===== src/include/accel_mode_regs.svh =====
`ifndef ACCEL_MODE_REGS_SVH
`define ACCEL_MODE_REGS_SVH

// Register offsets.
`define REG_RATE_AND_POWER_CONTROL 8'h20
`define REG_RESOLUTION_CONTROL_ALT 8'h22
`define REG_RESOLUTION_CONTROL 8'h23
`define REG_ORIENTATION_CONFIG 8'h30
`define REG_STATUS 8'h31
`define REG_ACTIVITY_THRESHOLD 8'h3e
`define REG_ACTIVITY_DURATION 8'h3f

// Reset values.
`define RST_CONTROL 8'h00
`define RST_ACTIVITY 8'h00

// Field positions.
`define RATE_SELECT_HI 7
`define RATE_SELECT_LO 4
`define LOW_POWER_ENABLE_BIT 3
`define HIGH_RESOLUTION_SELECT_BIT 3
`define ORIENT_ENABLE_BIT 0
`define ORIENT_FOUR_DIRECTION_BIT 1

// Data rate codes and their rates in Hz.
`define RATE_POWER_DOWN 4'h0
`define RATE_CODE_10HZ 4'h2
`define SLEEP_RATE_HZ 10

// Sample truncation masks on the 12-bit converter word.
`define MASK_8BIT 12'hff0
`define MASK_10BIT 12'hffc
`define MASK_12BIT 12'hfff

// Settling in sample periods.
`define SETTLE_SHORT 3'h1
`define SETTLE_LONG 3'h7

// Timing.
`define CLK_MHZ 50
`define TURN_ON_LOW_POWER_US 1000
`define TURN_ON_NORMAL_US 1600
`define SECOND_CYCLES 50000000

// Orientation level on the upper eight magnitude bits.
`define ORIENT_LEVEL 8'h30

`endif


===== src/include/accel_mode_pkg.sv =====
package accel_mode_pkg;

    typedef enum logic [1:0] {
        MODE_LOW_POWER,
        MODE_NORMAL,
        MODE_HIGH_RES
    } mode_t;

    typedef struct packed {
        logic [11:0] x;
        logic [11:0] y;
        logic [11:0] z;
    } axes_t;

endpackage


===== src/hw/accel_mode_ctrl.sv =====
`timescale 1ns/1ps
`include "accel_mode_regs.svh"

module accel_mode_ctrl #(
    parameter int SECOND_CYCLES = `SECOND_CYCLES,
    parameter int TURN_ON_LP_CYCLES = `TURN_ON_LOW_POWER_US * `CLK_MHZ,
    parameter int TURN_ON_NORMAL_CYCLES = `TURN_ON_NORMAL_US * `CLK_MHZ
) (
    // Clock and reset.
    input wire logic CLK_I,
    input wire logic SRST_I,
    // Register access.
    input wire logic [7:0] REG_ADDR_I,
    input wire logic REG_WE_I,
    input wire logic [7:0] REG_WDATA_I,
    input wire logic REG_RE_I,
    output logic [7:0] REG_RDATA_O,
    // Converter samples.
    input wire accel_mode_pkg::axes_t SAMPLE_I,
    // Output samples.
    output accel_mode_pkg::axes_t AXES_O,
    output logic DATA_VALID_O,
    output logic SAMPLE_TICK_O,
    // Mode and state.
    output accel_mode_pkg::mode_t MODE_O,
    output logic SLEEPING_O,
    // Orientation.
    output logic [2:0] ORIENT_DIR_O,
    output logic ORIENT_INT_O
);

    // ==========================================================
    // Registers
    // ==========================================================
    logic [7:0] rate_and_power_control;
    logic [7:0] resolution_control_alt;
    logic [7:0] resolution_control;
    logic [7:0] orientation_config;
    logic [7:0] activity_threshold;
    logic [7:0] activity_duration;
    logic sleeping;
    logic [2:0] orient_reported;

    // Host writes only; sleep never modifies these.
    always_ff @(posedge CLK_I)
    begin
        if (SRST_I)
        begin
            rate_and_power_control <= `RST_CONTROL;
            resolution_control_alt <= `RST_CONTROL;
            resolution_control <= `RST_CONTROL;
            orientation_config <= `RST_CONTROL;
            activity_threshold <= `RST_ACTIVITY;
            activity_duration <= `RST_ACTIVITY;
        end
        else if (REG_WE_I)
        begin
            unique case (REG_ADDR_I)
                `REG_RATE_AND_POWER_CONTROL: rate_and_power_control <= REG_WDATA_I;
                `REG_RESOLUTION_CONTROL_ALT: resolution_control_alt <= REG_WDATA_I;
                `REG_RESOLUTION_CONTROL: resolution_control <= REG_WDATA_I;
                `REG_ORIENTATION_CONFIG: orientation_config <= REG_WDATA_I;
                `REG_ACTIVITY_THRESHOLD: activity_threshold <= REG_WDATA_I;
                `REG_ACTIVITY_DURATION: activity_duration <= REG_WDATA_I;
                default: ;
            endcase
        end
    end

    wire logic [7:0] status_word = {3'h0, orient_reported, MODE_O == accel_mode_pkg::MODE_HIGH_RES, sleeping};
    wire logic [7:0] next_rdata =
        (REG_ADDR_I == `REG_RATE_AND_POWER_CONTROL) ? rate_and_power_control :
        (REG_ADDR_I == `REG_RESOLUTION_CONTROL_ALT) ? resolution_control_alt :
        (REG_ADDR_I == `REG_RESOLUTION_CONTROL) ? resolution_control :
        (REG_ADDR_I == `REG_ORIENTATION_CONFIG) ? orientation_config :
        (REG_ADDR_I == `REG_STATUS) ? status_word :
        (REG_ADDR_I == `REG_ACTIVITY_THRESHOLD) ? activity_threshold :
        (REG_ADDR_I == `REG_ACTIVITY_DURATION) ? activity_duration : 8'h00;

    always_ff @(posedge CLK_I)
    begin
        if (SRST_I)
            REG_RDATA_O <= 8'h00;
        else if (REG_RE_I)
            REG_RDATA_O <= next_rdata;
    end

    // ==========================================================
    // Effective mode and rate
    // ==========================================================
    wire logic host_low_power = rate_and_power_control[`LOW_POWER_ENABLE_BIT];
    wire logic host_high_res = resolution_control[`HIGH_RESOLUTION_SELECT_BIT];
    wire logic [3:0] host_rate = rate_and_power_control[`RATE_SELECT_HI:`RATE_SELECT_LO];

    // While asleep the host bits are not considered.
    wire logic [3:0] eff_rate = sleeping ? `RATE_CODE_10HZ : host_rate;
    wire logic eff_low_power = sleeping | host_low_power;
    wire logic eff_high_res = ~sleeping & host_high_res;

    // Both bits set is left to the host to avoid; low power then wins.
    wire accel_mode_pkg::mode_t next_mode = eff_low_power ? accel_mode_pkg::MODE_LOW_POWER :
        eff_high_res ? accel_mode_pkg::MODE_HIGH_RES : accel_mode_pkg::MODE_NORMAL;

    function automatic logic [31:0] rate_period(input logic [3:0] code, input logic lp);
        int hz;
        hz = 0;
        unique case (code)
            4'h1: hz = 1;
            4'h2: hz = `SLEEP_RATE_HZ;
            4'h3: hz = 25;
            4'h4: hz = 50;
            4'h5: hz = 100;
            4'h6: hz = 200;
            4'h7: hz = 400;
            4'h8: hz = 1620;
            4'h9: hz = lp ? 5376 : 1344;
            default: hz = 0;
        endcase
        rate_period = (hz == 0) ? 32'h0 : 32'(SECOND_CYCLES / hz);
    endfunction

    wire logic [31:0] period = rate_period(eff_rate, eff_low_power);

    // ==========================================================
    // Sample timing and settling
    // ==========================================================
    logic [31:0] tick_cnt;
    logic [3:0] prev_rate;
    logic [31:0] turnon_cnt;
    logic [2:0] settle_cnt;

    wire logic powered = eff_rate != `RATE_POWER_DOWN && period != 32'h0;
    wire logic rate_changed = eff_rate != prev_rate;
    wire logic tick = powered && !rate_changed && tick_cnt >= period - 32'h1;
    wire logic mode_changed = next_mode != MODE_O;
    wire logic power_up = prev_rate == `RATE_POWER_DOWN && powered;
    wire logic high_res_next = next_mode == accel_mode_pkg::MODE_HIGH_RES;
    wire logic sample_ok = tick && !mode_changed && turnon_cnt == 32'h0 && settle_cnt == 3'h0;

    always_ff @(posedge CLK_I)
    begin
        if (SRST_I)
        begin
            tick_cnt <= 32'h0;
            prev_rate <= `RATE_POWER_DOWN;
            MODE_O <= accel_mode_pkg::MODE_NORMAL;
            turnon_cnt <= 32'h0;
            settle_cnt <= 3'h0;
        end
        else
        begin
            prev_rate <= eff_rate;
            MODE_O <= next_mode;
            tick_cnt <= (!powered || rate_changed || tick) ? 32'h0 : tick_cnt + 32'h1;
            if (power_up && next_mode == accel_mode_pkg::MODE_LOW_POWER)
            begin
                turnon_cnt <= 32'(TURN_ON_LP_CYCLES);
                settle_cnt <= 3'h0;
            end
            else if (power_up && next_mode == accel_mode_pkg::MODE_NORMAL)
            begin
                turnon_cnt <= 32'(TURN_ON_NORMAL_CYCLES);
                settle_cnt <= 3'h0;
            end
            else if (power_up || mode_changed)
            begin
                turnon_cnt <= 32'h0;
                settle_cnt <= high_res_next ? `SETTLE_LONG : `SETTLE_SHORT;
            end
            else
            begin
                if (turnon_cnt != 32'h0)
                    turnon_cnt <= turnon_cnt - 32'h1;
                if (tick && turnon_cnt == 32'h0 && settle_cnt != 3'h0)
                    settle_cnt <= settle_cnt - 3'h1;
            end
        end
    end

    // ==========================================================
    // Output words
    // ==========================================================
    wire logic [11:0] mask = (MODE_O == accel_mode_pkg::MODE_LOW_POWER) ? `MASK_8BIT :
        (MODE_O == accel_mode_pkg::MODE_NORMAL) ? `MASK_10BIT : `MASK_12BIT;

    always_ff @(posedge CLK_I)
    begin
        if (SRST_I)
        begin
            AXES_O <= '0;
            DATA_VALID_O <= 1'b0;
            SAMPLE_TICK_O <= 1'b0;
        end
        else
        begin
            SAMPLE_TICK_O <= tick;
            DATA_VALID_O <= sample_ok;
            if (sample_ok)
            begin
                // Truncation keeps the sign bit, so zero reads as 00h.
                AXES_O.x <= SAMPLE_I.x & mask;
                AXES_O.y <= SAMPLE_I.y & mask;
                AXES_O.z <= SAMPLE_I.z & mask;
            end
        end
    end

    // ==========================================================
    // Sleep to wake
    // ==========================================================
    function automatic logic [7:0] mag_hi(input logic [11:0] v);
        logic [11:0] a;
        a = v[11] ? 12'(~v + 12'h1) : v;
        mag_hi = a[11:4];
    endfunction

    wire logic [7:0] mag_x = mag_hi(SAMPLE_I.x);
    wire logic [7:0] mag_y = mag_hi(SAMPLE_I.y);
    wire logic [7:0] mag_z = mag_hi(SAMPLE_I.z);
    wire logic above = mag_x > activity_threshold || mag_y > activity_threshold || mag_z > activity_threshold;
    wire logic sleep_armed = activity_threshold != 8'h00 && host_rate != `RATE_POWER_DOWN;
    logic [7:0] below_cnt;

    always_ff @(posedge CLK_I)
    begin
        if (SRST_I)
        begin
            sleeping <= 1'b0;
            below_cnt <= 8'h00;
        end
        else if (!sleep_armed)
        begin
            sleeping <= 1'b0;
            below_cnt <= 8'h00;
        end
        else if (tick)
        begin
            if (above)
            begin
                sleeping <= 1'b0;
                below_cnt <= 8'h00;
            end
            else if (!sleeping && below_cnt >= activity_duration)
                sleeping <= 1'b1;
            else if (!sleeping)
                below_cnt <= below_cnt + 8'h01;
        end
    end

    always_ff @(posedge CLK_I)
    begin
        if (SRST_I)
            SLEEPING_O <= 1'b0;
        else
            SLEEPING_O <= sleeping;
    end

    // ==========================================================
    // Orientation
    // ==========================================================
    wire logic four_dir = orientation_config[`ORIENT_FOUR_DIRECTION_BIT];
    wire logic [2:0] cand =
        (mag_x > `ORIENT_LEVEL) ? (SAMPLE_I.x[11] ? 3'h2 : 3'h1) :
        (mag_y > `ORIENT_LEVEL) ? (SAMPLE_I.y[11] ? 3'h4 : 3'h3) :
        (!four_dir && mag_z > `ORIENT_LEVEL) ? (SAMPLE_I.z[11] ? 3'h6 : 3'h5) : 3'h0;
    logic [2:0] cand_prev;
    wire logic stable = cand == cand_prev && cand != 3'h0 && cand != orient_reported;
    wire logic [2:0] next_orient = !orientation_config[`ORIENT_ENABLE_BIT] ? 3'h0 :
        (sample_ok && stable) ? cand : orient_reported;

    always_ff @(posedge CLK_I)
    begin
        if (SRST_I)
        begin
            cand_prev <= 3'h0;
            orient_reported <= 3'h0;
            ORIENT_INT_O <= 1'b0;
        end
        else
        begin
            ORIENT_INT_O <= 1'b0;
            if (!orientation_config[`ORIENT_ENABLE_BIT])
            begin
                cand_prev <= 3'h0;
                orient_reported <= 3'h0;
            end
            else if (sample_ok)
            begin
                cand_prev <= cand;
                if (stable)
                begin
                    orient_reported <= cand;
                    ORIENT_INT_O <= 1'b1;
                end
            end
        end
    end

    always_ff @(posedge CLK_I)
    begin
        if (SRST_I)
            ORIENT_DIR_O <= 3'h0;
        else
            ORIENT_DIR_O <= next_orient;
    end

endmodule


===== config.mk =====
export PLATFORM = sky130hd
export DESIGN_NAME = accel_mode_ctrl
export DESIGN_NICKNAME = d
export VERILOG_FILES = /design/src/include/accel_mode_pkg.sv /design/src/hw/accel_mode_ctrl.sv
export VERILOG_INCLUDE_DIRS = /design/src /design/src/include
export SDC_FILE = /design/constraint.sdc
export NUM_CORES = 1
export LEC_CHECK = 0
export ABC_AREA = 1
export ABC_CLOCK_PERIOD_IN_PS = 85000
export BUFFER_PORTS_ARGS = -buffer_cell sky130_fd_sc_hd__buf_2
export CORE_AREA = 2 2 395 397
export DETAILED_ROUTE_END_ITERATION = 10
export DIE_AREA = 0 0 397 399
export PLACE_DENSITY = 0.43
export SLEW_MARGIN = 20
export SYNTH_ARGS = -nofsm -noshare
export SYNTH_HDL_FRONTEND = slang
export SYNTH_SLANG_ARGS = --single-unit

===== constraint.sdc =====
create_clock -name CLK_I -period 85 [get_ports CLK_I]
set_input_delay 17 -clock CLK_I [delete_from_list [all_inputs] [get_ports CLK_I]]
set_output_delay 17 -clock CLK_I [all_outputs]
set_load 0.05 [all_outputs]

* Word-level counts from Yosys, hierarchy flattened
Cells that the tools add are included. W data, S select, Z words.
Operators by class: multiplexer cells 38, add/subtract/negate cells 8, bitwise operators 12, divide/modulo/power cells 1, eq/ne operators 26, magnitude comparators 8, reduce and logical (&&, ||, !) cells 60
Operators by type and width (number):
- $pmux W13 S9 | 1
- $mux W8 | 10
- $logic_not A32 Y1 | 2
- $reduce_bool A32 Y1 | 2
- $sub A32 B1 Y32 const B | 2
- $eq A8 B6 Y1 const B | 7
- $mux W17 | 3
- $add A12 B1 Y12 const B | 3
- $and A12 B12 Y12 | 3
- $mux W12 | 3
- $not A12 Y12 | 3
- $add A32 B1 Y32 const B | 1
- $div A27 B32 Y32 const A | 1
- $ge A32 B32 Y1 | 1
- $mux W32 | 1
- $gt A8 B6 Y1 const B | 3
- $gt A8 B8 Y1 | 3
- $mux W3 | 8
- $logic_and A1 B1 Y1 | 17
- $eq A4 B3 Y1 const B | 4
- $mux W16 | 1
- $reduce_and A2 Y1 | 8
- $mux W13 | 1
- $reduce_bool A4 Y1 | 3
- 32 further kinds | 62
Word-level totals: output and inout port bits 53, bits of input ports 56, register bits 187, word-level logic and storage cells 179

* Depth between registers and ports, before layout
depth after elaboration 14, gate-level depth with buffers 502, gate-level depth less buffers 467

* Worst setup path before layout
OpenSTA, ideal clock, no wires.
kind register to register, start point register sleeping, end point register AXES_O[12] (netlist bit), arrival time 62026 ps, clock period less this slack 62087 ps, slack 22913 ps, data required time 84940 ps, path buffers 37, library setup time 60 ps, stages on the path, launching flop included 469, cell sequence dfxtp_1 inv_4 nand2_2 nor2_1 nand2_1 nand2_2 inv_1 ha_1 nand2_2 nand2_1 nand2_2 nand3_1 nand2_1 ha_1 a21oi_1 o21ai_0 o211ai_2 nand2_1 (+433 left out) ha_1 nand3b_1 nor3_1 nand3_1 xor2_1 ha_1 nand4_1 o221a_2 o221ai_1 a31oi_1 o41ai_1 nand2_1 nor4_1 inv_1 nor2_1 clkbuf_1 nand3_1 nand2_1
Between the ends: longest elaborated chain between the ends 12, elaborated cells between the ends (all ways) 34, classes of those cells 1 x add/sub; 1 x div; 1 x order compare; 11 x eq/ne; 6 x mux; 3 x bitwise; 11 x reduce/logical
Ends and longest elaborated chain:
- start: declaration | line accel_mode_ctrl.sv:41 | logic sleeping;
- start signal: assignment | line accel_mode_ctrl.sv:228 | sleeping <= 1'b0;
- start signal: assignment | line accel_mode_ctrl.sv:233 | sleeping <= 1'b0;
- start signal: assignment | line accel_mode_ctrl.sv:240 | sleeping <= 1'b0;
- branches (longest 9 deep; another with $div A27 B32 Y32)
- $logic_and A1 B1 Y1 * (3 in series) | line accel_mode_ctrl.sv:138 | wire logic sample_ok = tick && !mode_changed && turnon_cnt == 32'h0 && settle_cnt == 3'h0;
- end: declaration | line accel_mode_ctrl.sv:21 | output accel_mode_pkg::axes_t AXES_O,
Every way passes the cells marked *. A chain may end at the register's enable or synchronous reset.

* Final worst setup path
start point register sleeping, end point register AXES_O[2] (netlist bit)
Same word-level chain as after synthesis.

==> impl_metrics.py <==
metrics = {
    "yosys": {
        "postSynthAreaPerCell_sq_um": 6.027,
        "synth_top_family_by_area": "simple AND/OR/NAND/NOR gates",
        "synth-compound-area-share_pct": 15.68,
        "yosys.cell_types.count": 84,
        "yosys_warnings": 0,
        "ys_async_sr_fraction_pct": 0,
        "synth_cells": 6345,
        "synth_edf_count": 0,
        "syn_area_sq_um": 38240,
        "synth.top_cells.by_area": "nand2_1 14%, ha_1 12%, dfxtp_1 9.8%",
        "syn_nets": 6754,
        "synth_adder_area_share_pct": 11.55,
        "synth_top_cell_area_share_pct": 14.17,
        "ys_ff_latch": 187,
        "synthXorXnorAreaFrac_pct": 7.508,
        "synth.mux.area_fraction_pct": 0.02617,
        "synth_top_area_cell": "nand2_1",
        "seq_area_frac_synth_pct": 9.789,
        "yosys.area_share.simple_pct": 43.57,
        "ys.flop_type": "dfxtp_1",
    },
    "finish": {
        "finalNetCount": 6795,
        "area_delta_synth_final_pct": 7.590,
        "fin_util_pct": 26.77,
        "drive_gt1_share_pct": 12.69,
        "layout_common_cells": "1,443 x nand2_1, 858 x inv_1, 602 x nor2_1",
        "fin_area_sq_um": 41150,
        "layout_commonest_cell": "nand2_1",
    },
    "cts": {
        "hold_buffers": 0,
        "clkTransAtPathRegs_ns": 0.07,
        "cts.sinks": 187,
        "tritoncts": "yes",
        "worstSkewPairLatency_ns": 0.48,
        "root_buffer": "clkbuf_16",
        "cts_buffers": 17,
        "h-tree-depth": 4,
        "post-cts-setup-buffer-count": 0,
        "clockBufferDepth": 2,
        "cts.repair.resized": 0,
    },
    "timing": {
        "finalCritPeriodShare_pct": 88.10,
        "tightest_slew_ns": 0.9468,
        "finalHoldViolations": 0,
        "skew_ns": 0.02169,
        "tns_ns": 0,
        "finalMaxSlewViolations": 0,
        "relSlewSlack_pct": 36.65,
        "finalSetupViolCount": 0,
        "finalCriticalPeriod_ns": 74.89,
        "holdWs_ns": 0.4590,
        "rsz0062_at_grt": "false",
        "clock.fmax_ghz": 0.01335,
    },
    "drt": {
        "viasPerCell": 4.721,
        "drcViolationCount": 0,
        "routedWlPerCell_um": 15.68,
        "drt-total-wl_um": 132400,
        "vias": 39860,
        "first_pass_iters": 6,
        "drt_iter0_drc": 2387,
        "ant_nets": 0,
    },
    "place": {
        "place_congestion": 0.8876,
        "dpl_cell_area_sq_um": 40590,
        "dp_hpwl_um": 108800,
        "portBuffers": 108,
    },
    "worst_setup_path": {
        "crit_path_frequent_cell": "nand2_1",
        "cpPeakStageDelay_ns": 0.76,
        "path_buf_inv": 57,
        "critPathLaunch": "sleeping$_SDFFE_PP0P_",
        "crit_type": "flop to flop",
        "setup.worst_path.end_class": "flop",
        "path_delay_family": "simple AND/OR/NAND/NOR gates",
        "crit_slowest_cell": "nor2_1",
        "start_kind": "flop",
        "crit_required_ns": 85.42,
        "critPathArrivalTime_ns": 75.31,
        "critPathMaxFanout": 49,
        "crit-reg2reg-launch": "sleeping$_SDFFE_PP0P_",
    },
    "global_routing": {
        "grt_pass1_vias": 38710,
        "grt_max_degree": 74,
        "grt_usage_pct": 16.44,
        "globalRouteOverflowTotal": 0,
        "antenna_found_initial": 1,
        "grt_pass1_wl_um": 211400,
    },
    "worst_hold_path": {
        "hold_path_class": "flop to flop",
        "hp-start": "resolution_control[2]$_SDFFE_PP0P_",
    },
    "run_status": {
        "status": "completed",
    },
    "flow_run": {
        "maxCapViolations": 0,
    },
    "die": {
        "start_util_pct": 24.88,
        "die_y_um": 399,
        "design.core.area_sq_um": 153700,
        "die-area_sq_um": 158400,
        "top_level_ports": 109,
        "dieWidth_um": 397,
        "row_count": 144,
    },
}
-- cells by family after synthesis --
group | count (synthesis)
XOR/XNOR | 327
flip-flops | 187
buffers and inverters | 1045
other | 1
AND/OR/NAND/NOR | 3363
adder cells (fa/ha/maj) | 353
AO/OA/AOI/OAI | 1068
multiplexers | 1
-- through the flow --
stage | cells | setup slack, ns
after detailed placement | 8411 | 10.19
after floorplan | 6345 | 22.91
after global placement | 8411 | 11.98
final | 8443 | 10.11
after CTS | 8442 | 9.966
after global routing | 8442 | 0.8979
-- area by class of cell --
class | count | area (sq um)
sequential | 187 | 3744
fill | 17480 | 112500
antenna | 1 | 2.502
tap | 2044 | 2557
timing repair buffer | 132 | 720.7
inverter | 935 | 3578
clock inverter | 11 | 111.4
multi-input combinational | 5113 | 29990
clock buffer | 20 | 446.7
-- worst register-to-register path: cells and delay by family, from the launching register on --
family | cells | cell delay (ns)
AOI/OAI and AO/OA | 137 | 25.60
buffers and inverters | 57 | 10.44
DFF | 1 | 0.54
adders and majority gates | 32 | 10.83
and+or+nand+nor | 209 | 27.20
xor gates and xnor gates | 1 | 0.16
-- worst paths after layout --
kind                                                            to  slack, ns  depth (start not counted)
worst max-delay path                        AXES_O[2]$_SDFFE_PP0P_      10.11                        436
worst min register to register  resolution_control[2]$_SDFFE_PP0P_       0.46                          2
worst min-delay path            resolution_control[2]$_SDFFE_PP0P_       0.46                          2
worst max register to register              AXES_O[2]$_SDFFE_PP0P_      10.11                        436
-- synth_stat cells (all sizes together) (3+ instances only) --
master      n
a211oi     15
a21o       16
a21oi     458
a221oi      6
a31oi      22
and2       14
and3        4
buf        48
bufinv      3
clkbuf     62
clkinv     22
dfxtp     187
ha        353
inv       910
nand2    1675
nand3     571
nand3b     37
nand4     166
nor2      734
nor3       85
nor3b       9
nor4       27
o2111ai     5
o211ai     20
o21a       14
o21ai     421
o21bai     51
o221ai      8
o22ai       9
o31ai      11
or2        37
xnor2     124
xor2      203
-- metal layers --
layer  vias up  routed length [um]  track usage (%)
met5         -                   0                0
li1      20970                   -                -
met3        84                3194           0.8674
met1     18260               65680            22.67
met4         0                1620            2.682
met2       548               61880            28.49
-- registers in the layout, indices dropped and copies added, names as in the netlist, 2 cells and up --
signal and cells:
tick_cnt 32, cand_prev 3, REG_RDATA_O 8, rate_and_power_control 8, AXES_O 36, settle_cnt 3
activity_threshold 8, orient_reported 3, orientation_config 8, resolution_control 8, prev_rate 4, activity_duration 8
resolution_control_alt 8, ORIENT_DIR_O 3, below_cnt 8, MODE_O 2, turnon_cnt 32
Power is not shown: default switching activity piles up to over one toggle a cycle in this logic, so the estimate is an artifact.
